## src/rtl/srcp_pkg.sv

```systemverilog
package srcp_pkg;

  // ------------------------------------------------------------
  // Timing
  // ------------------------------------------------------------
  localparam int CLK_NS   = 32'h00000014;
  localparam int TICK_NS  = 32'h000F4240;
  localparam int TICK_CYC = TICK_NS / CLK_NS;
  localparam logic [4:0] LPF_STEPS = 5'h19;

  // ------------------------------------------------------------
  // Register byte addresses
  // ------------------------------------------------------------
  localparam logic [7:0] ADDR_MODE_SEL = 8'h00;
  localparam logic [7:0] ADDR_SRC_SEL  = 8'h04;
  localparam logic [7:0] ADDR_SETPOINT = 8'h08;
  localparam logic [7:0] ADDR_CH1_OFS  = 8'h0C;
  localparam logic [7:0] ADDR_CH1_FLT  = 8'h10;
  localparam logic [7:0] ADDR_CH1_DB   = 8'h14;
  localparam logic [7:0] ADDR_CH1_DRF  = 8'h18;
  localparam logic [7:0] ADDR_CH2_OFS  = 8'h1C;
  localparam logic [7:0] ADDR_CH2_FLT  = 8'h20;
  localparam logic [7:0] ADDR_CH2_DB   = 8'h24;
  localparam logic [7:0] ADDR_CH2_DRF  = 8'h28;
  localparam logic [7:0] ADDR_FS_SPEED = 8'h2C;
  localparam logic [7:0] ADDR_FS_TORQ  = 8'h30;
  localparam logic [7:0] ADDR_CH1_MON  = 8'h34;
  localparam logic [7:0] ADDR_CH2_MON  = 8'h38;
  localparam logic [7:0] ADDR_CAL      = 8'h3C;
  localparam logic [7:0] ADDR_STATUS   = 8'h40;

  // ------------------------------------------------------------
  // Values after reset and limits
  // ------------------------------------------------------------
  localparam logic [3:0]  MODE_RST   = 4'h1;
  localparam logic [3:0]  MODE_SPEED = 4'h2;
  localparam int          MODE_MIN   = 32'h00000001;
  localparam int          MODE_MAX   = 32'h0000000A;
  localparam logic [15:0] SETPT_RST  = 16'h0064;
  localparam int          SETPT_MAX  = 32'h00000BB8;
  localparam int          OFS_MAX    = 32'h00001388;
  localparam int          DRIFT_MAX  = 32'h000001F4;
  localparam logic [15:0] FLT_RST    = 16'h00C8;
  localparam logic [15:0] DB_RST     = 16'h0014;
  localparam int          DB_MAX     = 32'h000003E8;
  localparam logic [15:0] FSS_RST    = 16'h0BB8;
  localparam int          FSS_MIN    = 32'h000003E8;
  localparam int          FSS_MAX    = 32'h00001194;
  localparam logic [15:0] FST_RST    = 16'h03E8;
  localparam int          FST_MAX    = 32'h00000BB8;
  localparam logic [15:0] FULL_MV    = 16'h2710;

endpackage : srcp_pkg

```

## src/rtl/srcp_filt_if.sv

```systemverilog
`timescale 1ns/1ns
// Carries one channel's sample, time constant and tick into its filter
interface srcp_filt_if;
  logic signed [15:0] x;
  logic        [15:0] tau;
  logic               tick;
  logic signed [15:0] y;
  modport filt (input x, input tau, input tick, output y);
  modport user (output x, output tau, output tick, input y);
endinterface : srcp_filt_if

```

## src/rtl/srcp_cond.sv

```systemverilog
`timescale 1ns/1ns
module srcp_cond (
  // Clock and reset
  input  logic              pclk,
  input  logic              presetn,
  // Sample in
  input  logic signed [15:0] raw,
  input  logic              strobe,
  // Settings
  input  logic signed [15:0] drift,
  input  logic signed [15:0] offset,
  input  logic        [15:0] db,
  // Conditioned sample
  output logic signed [15:0] v
);

  typedef struct packed {
    logic signed [15:0] v;
  } srcp_cond_s;

  srcp_cond_s         st;
  srcp_cond_s         next_st;
  logic signed [17:0] c;
  logic signed [17:0] lim;

  always_comb begin
    next_st = st;
    c = 18'(raw) - 18'(drift) - 18'(offset);
    lim = $signed({2'b00, db});
    if (c > 18'sh07FFF) begin
      c = 18'sh07FFF;
    end else if (c < 18'sh38000) begin
      c = 18'sh38000;
    end
    if (c <= lim && c >= -lim) begin
      c = 18'sh00000;
    end
    if (strobe) begin
      next_st.v = c[15:0];
    end
  end

  always_ff @(posedge pclk or negedge presetn) begin
    if (!presetn) begin
      st <= '0;
    end else begin
      st <= next_st;
    end
  end

  assign v = st.v;
endmodule : srcp_cond

```

## src/rtl/srcp_lpf.sv

```systemverilog
`timescale 1ns/1ns
module srcp_lpf (
  // Clock and reset
  input  logic      pclk,
  input  logic      presetn,
  // Channel
  srcp_filt_if.filt f
);

  // Eight fraction bits keep the filter creeping toward the input
  // even when the step is smaller than one millivolt per tick.
  typedef struct packed {
    logic signed [23:0] acc;
    logic        [24:0] num;
    logic        [16:0] rem;
    logic        [4:0]  cnt;
    logic               neg;
    logic               busy;
    logic signed [15:0] y;
  } srcp_lpf_s;

  srcp_lpf_s          st;
  srcp_lpf_s          next_st;
  logic signed [24:0] d;
  logic        [17:0] r2;
  logic        [16:0] dv;

  // Per tick: acc += (x - acc) / (tau + 1), a first-order lag
  always_comb begin
    next_st = st;
    dv = {1'b0, f.tau} + 17'h00001;
    d = 25'($signed({f.x, 8'h00})) - 25'(st.acc);
    r2 = {st.rem, st.num[24]};
    if (st.busy) begin
      next_st.num = {st.num[23:0], 1'b0};
      if (r2 >= {1'b0, dv}) begin
        r2 = r2 - {1'b0, dv};
        next_st.num[0] = 1'b1;
      end
      next_st.rem = r2[16:0];
      next_st.cnt = st.cnt - 5'h01;
      if (st.cnt == 5'h01) begin
        next_st.busy = 1'b0;
        if (st.neg) begin
          next_st.acc = st.acc - $signed(next_st.num[23:0]);
        end else begin
          next_st.acc = st.acc + $signed(next_st.num[23:0]);
        end
        next_st.y = next_st.acc[23:8];
      end
    end else if (f.tick) begin
      next_st.busy = 1'b1;
      next_st.neg = d[24];
      next_st.num = d[24] ? -d : d;
      next_st.rem = 17'h00000;
      next_st.cnt = srcp_pkg::LPF_STEPS;
    end
  end

  always_ff @(posedge pclk or negedge presetn) begin
    if (!presetn) begin
      st <= '0;
    end else begin
      st <= next_st;
    end
  end

  assign f.y = st.y;
endmodule : srcp_lpf

```

## src/rtl/srcp_speed_ref.sv

```systemverilog
`timescale 1ns/1ns
module srcp_speed_ref #(
  parameter int TICK_CYCLES = srcp_pkg::TICK_CYC
) (
  // Clock and reset
  input  logic               pclk,
  input  logic               presetn,
  // APB slave
  input  logic        [7:0]  paddr,
  input  logic               psel,
  input  logic               penable,
  input  logic               pwrite,
  input  logic        [31:0] pwdata,
  output logic        [31:0] prdata,
  output logic               pready,
  output logic               pslverr,
  // Converted analog samples, millivolts
  input  logic signed [15:0] analog_in_one,
  input  logic signed [15:0] analog_in_two,
  input  logic               sample_valid,
  // Drive state
  input  logic               motor_running,
  // References
  output logic               speed_mode,
  output logic signed [15:0] speed_ref,
  output logic signed [15:0] torque_ref
);

  // ------------------------------------------------------------
  // State
  // ------------------------------------------------------------
  typedef struct packed {
    logic        [3:0]  operating_mode_select;
    logic               speed_source_select;
    logic signed [15:0] internal_speed_setpoint;
    logic signed [15:0] ch1_offset;
    logic        [15:0] ch1_filter_time;
    logic        [15:0] ch1_deadband;
    logic signed [15:0] ch1_drift_cal;
    logic signed [15:0] ch2_offset;
    logic        [15:0] ch2_filter_time;
    logic        [15:0] ch2_deadband;
    logic signed [15:0] ch2_drift_cal;
    logic        [15:0] full_scale_speed;
    logic        [15:0] full_scale_torque;
    logic signed [15:0] ch1_voltage_monitor;
    logic signed [15:0] ch2_voltage_monitor;
    logic               speed_mode;
    logic signed [15:0] speed_ref;
    logic signed [15:0] torque_ref;
    logic        [31:0] tick_cnt;
    logic               tick;
    logic        [31:0] prdata;
    logic               pready;
    logic               pslverr;
  } srcp_regs_s;

  localparam srcp_regs_s ST_RST = '{
    operating_mode_select:   srcp_pkg::MODE_RST,
    internal_speed_setpoint: srcp_pkg::SETPT_RST,
    ch1_filter_time:         srcp_pkg::FLT_RST,
    ch1_deadband:            srcp_pkg::DB_RST,
    ch2_filter_time:         srcp_pkg::FLT_RST,
    ch2_deadband:            srcp_pkg::DB_RST,
    full_scale_speed:        srcp_pkg::FSS_RST,
    full_scale_torque:       srcp_pkg::FST_RST,
    default:                 '0
  };

  srcp_regs_s         st;
  srcp_regs_s         next_st;
  logic signed [31:0] wds;
  logic signed [31:0] wdu;
  logic               wr;
  logic signed [15:0] v1;
  logic signed [15:0] v2;
  logic signed [15:0] y1;
  logic signed [15:0] y2;

  srcp_filt_if f1 ();
  srcp_filt_if f2 ();

  // ------------------------------------------------------------
  // Functions
  // ------------------------------------------------------------
  function automatic logic signed [15:0] sat(
    input logic signed [31:0] v,
    input logic signed [31:0] lo,
    input logic signed [31:0] hi
  );
    if (v < lo) begin
      sat = lo[15:0];
    end else if (v > hi) begin
      sat = hi[15:0];
    end else begin
      sat = v[15:0];
    end
  endfunction : sat

  // Ten volts at the conditioned input gives the full-scale value
  function automatic logic signed [15:0] scale(
    input logic signed [15:0] mv,
    input logic        [15:0] fs
  );
    logic signed [31:0] p;
    p = 32'(mv) * $signed({16'h0000, fs});
    p = p / $signed({16'h0000, srcp_pkg::FULL_MV});
    scale = p[15:0];
  endfunction : scale

  function automatic logic [31:0] rd(
    input logic       [7:0] a,
    input srcp_regs_s       s,
    input logic             run
  );
    rd = 32'h00000000;
    case (a)
      srcp_pkg::ADDR_MODE_SEL: rd[3:0]  = s.operating_mode_select;
      srcp_pkg::ADDR_SRC_SEL:  rd[0]    = s.speed_source_select;
      srcp_pkg::ADDR_SETPOINT: rd[15:0] = s.internal_speed_setpoint;
      srcp_pkg::ADDR_CH1_OFS:  rd[15:0] = s.ch1_offset;
      srcp_pkg::ADDR_CH1_FLT:  rd[15:0] = s.ch1_filter_time;
      srcp_pkg::ADDR_CH1_DB:   rd[15:0] = s.ch1_deadband;
      srcp_pkg::ADDR_CH1_DRF:  rd[15:0] = s.ch1_drift_cal;
      srcp_pkg::ADDR_CH2_OFS:  rd[15:0] = s.ch2_offset;
      srcp_pkg::ADDR_CH2_FLT:  rd[15:0] = s.ch2_filter_time;
      srcp_pkg::ADDR_CH2_DB:   rd[15:0] = s.ch2_deadband;
      srcp_pkg::ADDR_CH2_DRF:  rd[15:0] = s.ch2_drift_cal;
      srcp_pkg::ADDR_FS_SPEED: rd[15:0] = s.full_scale_speed;
      srcp_pkg::ADDR_FS_TORQ:  rd[15:0] = s.full_scale_torque;
      srcp_pkg::ADDR_CH1_MON:  rd[15:0] = s.ch1_voltage_monitor;
      srcp_pkg::ADDR_CH2_MON:  rd[15:0] = s.ch2_voltage_monitor;
      srcp_pkg::ADDR_STATUS:   rd = {s.speed_ref, 14'h0000, run, s.speed_mode};
      default:                 rd = 32'h00000000;
    endcase
  endfunction : rd

  // ------------------------------------------------------------
  // Channel pipelines
  // ------------------------------------------------------------
  srcp_cond u_cond1 (
    .pclk    (pclk),
    .presetn (presetn),
    .raw     (analog_in_one),
    .strobe  (sample_valid),
    .drift   (st.ch1_drift_cal),
    .offset  (st.ch1_offset),
    .db      (st.ch1_deadband),
    .v       (v1)
  );

  srcp_cond u_cond2 (
    .pclk    (pclk),
    .presetn (presetn),
    .raw     (analog_in_two),
    .strobe  (sample_valid),
    .drift   (st.ch2_drift_cal),
    .offset  (st.ch2_offset),
    .db      (st.ch2_deadband),
    .v       (v2)
  );

  // Filters see the dead-zoned value, never the raw sample
  assign f1.x    = v1;
  assign f1.tau  = st.ch1_filter_time;
  assign f1.tick = st.tick;
  assign f2.x    = v2;
  assign f2.tau  = st.ch2_filter_time;
  assign f2.tick = st.tick;
  assign y1      = f1.y;
  assign y2      = f2.y;

  srcp_lpf u_lpf1 (
    .pclk    (pclk),
    .presetn (presetn),
    .f       (f1.filt)
  );

  srcp_lpf u_lpf2 (
    .pclk    (pclk),
    .presetn (presetn),
    .f       (f2.filt)
  );

  // ------------------------------------------------------------
  // Next state
  // ------------------------------------------------------------
  assign wds = 32'($signed(pwdata[15:0]));
  assign wdu = 32'({16'h0000, pwdata[15:0]});
  assign wr  = psel && penable && st.pready && pwrite && !st.pslverr;

  always_comb begin
    next_st = st;
    next_st.tick = 1'b0;
    next_st.tick_cnt = st.tick_cnt + 32'h00000001;
    if (st.tick_cnt >= 32'(TICK_CYCLES - 1)) begin
      next_st.tick_cnt = 32'h00000000;
      next_st.tick = 1'b1;
    end

    // Zero-wait APB: read data is fetched in the setup cycle
    next_st.pready = 1'b0;
    if (psel && !penable) begin
      next_st.pready = 1'b1;
      next_st.prdata = rd(paddr, st, motor_running);
      next_st.pslverr = !(paddr inside {[srcp_pkg::ADDR_MODE_SEL:srcp_pkg::ADDR_STATUS]})
                        || (paddr[1:0] != 2'b00);
    end

    if (wr) begin
      case (paddr)
        srcp_pkg::ADDR_MODE_SEL: begin
          if (!motor_running) begin
            next_st.operating_mode_select = 4'(sat(wdu, srcp_pkg::MODE_MIN, srcp_pkg::MODE_MAX));
          end
        end
        srcp_pkg::ADDR_SRC_SEL: begin
          if (!motor_running) begin
            next_st.speed_source_select = pwdata[0];
          end
        end
        srcp_pkg::ADDR_SETPOINT: begin
          next_st.internal_speed_setpoint = sat(wds, -srcp_pkg::SETPT_MAX, srcp_pkg::SETPT_MAX);
        end
        srcp_pkg::ADDR_CH1_OFS: begin
          next_st.ch1_offset = sat(wds, -srcp_pkg::OFS_MAX, srcp_pkg::OFS_MAX);
        end
        srcp_pkg::ADDR_CH1_FLT: next_st.ch1_filter_time = pwdata[15:0];
        srcp_pkg::ADDR_CH1_DB: begin
          next_st.ch1_deadband = sat(wdu, 32'h00000000, srcp_pkg::DB_MAX);
        end
        srcp_pkg::ADDR_CH1_DRF: begin
          next_st.ch1_drift_cal = sat(wds, -srcp_pkg::DRIFT_MAX, srcp_pkg::DRIFT_MAX);
        end
        srcp_pkg::ADDR_CH2_OFS: begin
          next_st.ch2_offset = sat(wds, -srcp_pkg::OFS_MAX, srcp_pkg::OFS_MAX);
        end
        srcp_pkg::ADDR_CH2_FLT: next_st.ch2_filter_time = pwdata[15:0];
        srcp_pkg::ADDR_CH2_DB: begin
          next_st.ch2_deadband = sat(wdu, 32'h00000000, srcp_pkg::DB_MAX);
        end
        srcp_pkg::ADDR_CH2_DRF: begin
          next_st.ch2_drift_cal = sat(wds, -srcp_pkg::DRIFT_MAX, srcp_pkg::DRIFT_MAX);
        end
        srcp_pkg::ADDR_FS_SPEED: begin
          if (!motor_running) begin
            next_st.full_scale_speed = sat(wdu, srcp_pkg::FSS_MIN, srcp_pkg::FSS_MAX);
          end
        end
        srcp_pkg::ADDR_FS_TORQ: begin
          if (!motor_running) begin
            next_st.full_scale_torque = sat(wdu, 32'h00000000, srcp_pkg::FST_MAX);
          end
        end
        srcp_pkg::ADDR_CAL: begin
          // Input must be grounded; the present sample is taken as drift
          if (pwdata[0]) begin
            next_st.ch1_drift_cal = sat(32'(analog_in_one), -srcp_pkg::DRIFT_MAX, srcp_pkg::DRIFT_MAX);
          end
          if (pwdata[1]) begin
            next_st.ch2_drift_cal = sat(32'(analog_in_two), -srcp_pkg::DRIFT_MAX, srcp_pkg::DRIFT_MAX);
          end
        end
        default: next_st.pslverr = st.pslverr;
      endcase
    end

    // Reference selection and scaling
    next_st.ch1_voltage_monitor = y1;
    next_st.ch2_voltage_monitor = y2;
    next_st.speed_mode = (st.operating_mode_select == srcp_pkg::MODE_SPEED);
    next_st.speed_ref = 16'sh0000;
    if (st.operating_mode_select == srcp_pkg::MODE_SPEED) begin
      if (st.speed_source_select) begin
        next_st.speed_ref = scale(y1, st.full_scale_speed);
      end else begin
        next_st.speed_ref = st.internal_speed_setpoint;
      end
    end
    next_st.torque_ref = scale(y2, st.full_scale_torque);
  end

  always_ff @(posedge pclk or negedge presetn) begin
    if (!presetn) begin
      st <= ST_RST;
    end else begin
      st <= next_st;
    end
  end

  // ------------------------------------------------------------
  // Outputs
  // ------------------------------------------------------------
  assign prdata     = st.prdata;
  assign pready     = st.pready;
  assign pslverr    = st.pslverr;
  assign speed_mode = st.speed_mode;
  assign speed_ref  = st.speed_ref;
  assign torque_ref = st.torque_ref;
endmodule : srcp_speed_ref

```

## config.mk

```make
export PLATFORM = sky130hd
export DESIGN_NAME = srcp_speed_ref
export DESIGN_NICKNAME = d
export VERILOG_FILES = /design/src/rtl/srcp_pkg.sv /design/src/rtl/srcp_filt_if.sv /design/src/rtl/srcp_cond.sv /design/src/rtl/srcp_lpf.sv /design/src/rtl/srcp_speed_ref.sv
export SDC_FILE = /design/constraint.sdc
export NUM_CORES = 2
export LEC_CHECK = 0
export ABC_CLOCK_PERIOD_IN_PS = 27500
export BUFFER_PORTS_ARGS = -buffer_cell sky130_fd_sc_hd__buf_2
export CAP_MARGIN = 10
export CORE_MARGIN = 2
export CORE_UTILIZATION = 52
export DETAILED_ROUTE_END_ITERATION = 7
export PLACE_DENSITY = 0.68
export SYNTH_ARGS = -nofsm -noshare
export SYNTH_HDL_FRONTEND = slang
export SYNTH_SLANG_ARGS = --single-unit
```

## constraint.sdc

```tcl
create_clock -name pclk -period 27.5 [get_ports pclk]
set_input_delay 6.875 -clock pclk [delete_from_list [all_inputs] [get_ports pclk]]
set_output_delay 6.875 -clock pclk [all_outputs]
set_load 0.02 [all_outputs]
```

==> results.yml <==
critical_path:
  slowest_stage: "dfrtp_1"
  critPathKind: "flop to flop"
  rr_startpoint: "st[146]"
  reg2reg_slack_ns: 1.59
  crit_buf_inv: 6
  reg2reg_depth: 81
  cp_common_cell: "fa_1"
  cp_top_family: "compound AO/OA/AOI/OAI gates"
  cp-start-kind: "flop"
  r2r-end: "torque_ref[8]"
  path_max_fanout: 18
  crit_path_end_kind: "flop"
  arrival_ns: 26.45
  slowest_delay_ns: 1.04
  crit_required_ns: 28.04
floorplan:
  dieArea_sq_um: 134000
  die_h_um: 365
  rows: 132
  start_util_pct: 52.4
  die_w_um: 365
  coreArea_sq_um: 130000
  ioPinCount: 146
hold_path:
  hold_path_class: "flop to flop"
  min_to: "prdata[30]"
  whs_path_depth: 2
  min-delay-start: "prdata[30]"
sta:
  final_max_slew_viol_count: 0
  worstMarginPinSlew_ns: 1.18
  setup_ws_ns: 1.59
  fmax_mhz: 38.6
  min_period_ns: 25.91
  finalSetupViolations: 0
  whs_ns: 0.459
  relSlewSlack_pct: 21.5
  hold_viol_final: 0
  period_share_pct: 94.2
  fin_worst_skew_ns: 0.0362
logic_synthesis:
  synth.distinct_cells: 168
  yosys_warnings: 0
  synthCells: 8418
  synth-edff-count: 0
  synth_ff_type: "dfrtp_1"
  synthesis.area_sq_um: 67900
  syn_avg_cell_area_sq_um: 8.07
  ys_seq_elements: 491
  ys_async_sr_fraction_pct: 100
  ys_seq_area_share_pct: 18.1
finish:
  final_area_sq_um: 71800
  fill_cells: 12138
  post-route-util_pct: 55.4
  drive_gt1_share_pct: 8.50
  fin_nets: 9272
  syn_to_final_growth_pct: 5.76
global_routing:
  grt-ovfl-total: 0
  grt_pass1_vias: 59944
  grt_pass1_wl_um: 334000
  grt.total_usage_pct: 31.3
  grt_max_degree: 148
  antenna_found_initial: 28
clocking:
  cts.sinks: 491
  cts_hold_buf: 0
  clk_pin_slew_ns: 0.06
  clkLatencyLatePin_ns: 0.69
  cts_buffer_depth: 3
  cts_root_buffer: "clkbuf_16"
  h-tree-depth: 2
  cts_tree: "yes"
  cts_inserted_buffers: 58
routing:
  vias: 62595
  dr.first_iter.drc_count: 5973
  avgRoutedWirePerCell_um: 20.9
  drt_wl_total_um: 211000
  first_pass_iters: 8
  ant_nets: 0
  viasPerCell: 6.19
  drc: 0
status:
  status: "complete, no violations"
place:
  dp_slack_ns: 1.11
  place_area_sq_um: 69600
  hpwl_um: 163000
  gp_congestion: 1.02
  io_buffers: 129
run:
  maxCapViolCount: 0
## final cells by class
cell class / count / area, sq um / share of cell area (%)
Antenna cell: 16 / 40.0 / 0.0557
Clock buffer: 82 / 1660 / 2.31
Clock inverter: 27 / 262 / 0.364
Inverter: 815 / 3060 / 4.26
Multi-Input combinational cell: 6700 / 50800 / 70.8
Sequential cell: 491 / 12300 / 17.2
Tap cell: 1742 / 2180 / 3.03
Timing Repair Buffer: 234 / 1460 / 2.03
## sequential cells by signal, summed over array words and instances, names as in the netlist, 16 cells and up
signal      flops
st            213
torque_ref     16
u_lpf2.st      73
u_cond2.v      16
speed_ref      16
prdata         32
f1.tau         16
u_cond1.v      16
u_lpf1.st      73
f2.tau         16
## cell families (layout without fill, tap and decap cells)
logic type	Yosys count	after routing	synth area share, %
adders and majority gates	917	917	21.5
xor gates and xnor gates	593	593	7.81
other	1	32	0.00552
and+or+nand+nor	2774	2774	20.3
DFF	491	491	18.1
AOI/OAI and AO/OA	2300	2300	23.1
muxes	100	100	1.58
buffers and inverters	1242	1158	7.57
## through the flow
step / TNS (ns) / std cells
CTS: 0 / 10090
floorplan: 0 / 8433
finish: 0 / 10107
global route: -0.0347 / 10101
global placement: 0 / 9981
detailed placement: 0 / 9981
## placed cells by master, fill, tap and decap left out, drive strengths merged, types with 32 or more instances in the layout
cell type / instances
inv: 815
o21ai: 603
a211oi: 87
and2: 315
nor3: 183
mux2i: 52
or3: 76
a21oi: 483
and3: 70
nor2b: 67
nand2: 859
fa: 424
mux2: 48
nor2: 569
o211ai: 90
nand2b: 82
or2: 51
o21a: 77
nand3: 205
ha: 469
dfrtp: 464
o31ai: 48
xnor2: 436
nand4: 88
a31oi: 121
clkbuf: 82
and4: 32
buf: 234
a22oi: 73
o21bai: 98
a221oi: 43
nor4: 86
xor2: 157
a21o: 120
## worst max path at each step
stage,end,from,cells after the start,slack [ns]
6_report,torque_ref[8],st[146],81,1.59
3_3_place_gp,speed_ref[14],u_lpf1.st[74],80,1.51
2_1_floorplan,speed_ref[14],st[155],91,5.23
5_1_grt,speed_ref[14],st[157],82,-0.03
4_1_cts,speed_ref[14],u_lpf1.st[74],80,1.04
3_5_place_dp,speed_ref[14],u_lpf1.st[74],80,1.11
## Yosys cell counts, types with 81 or more instances
cell | count | area, sq um
inv_1 | 812 | 3050
ha_1 | 469 | 5870
nor3_1 | 169 | 846
a21oi_1 | 473 | 2370
dfrtp_1 | 464 | 11600
a21o_1 | 119 | 893
a31oi_1 | 116 | 726
fa_1 | 424 | 8490
xor2_1 | 154 | 1350
o21bai_1 | 94 | 706
and2_1 | 308 | 1930
nor2_1 | 567 | 2130
nand2_1 | 858 | 3220
buf_4 | 85 | 638
xnor2_1 | 424 | 3710
o21ai_0 | 548 | 2740
clkbuf_1 | 284 | 1070
nand3_1 | 204 | 1020
nand4_1 | 88 | 551
nor4_1 | 81 | 507
## repair_timing
action | CTS | global route
setup buffers | 0 | 1
gates resized for setup | 0 | 67
endpoints found under the setup margin | 0 | 32
## worst min-delay path, cell delays in order (launching register included)
cell and delay [ns]:
dfrtp_1 0.34, nand2_1 0.05, nand2_1 0.04
## per-layer routing
layer	track usage [%]	vias to the layer above	share of wire [%]
met5	0	-	0.054
met4	10.3	20	3.8
met3	7.08	465	9.9
met2	48.3	2440	43
met1	43.3	30376	43
li1	-	29294	-
Power is not shown: default switching activity piles up to over one toggle a cycle in this logic, so the estimate is an artifact.
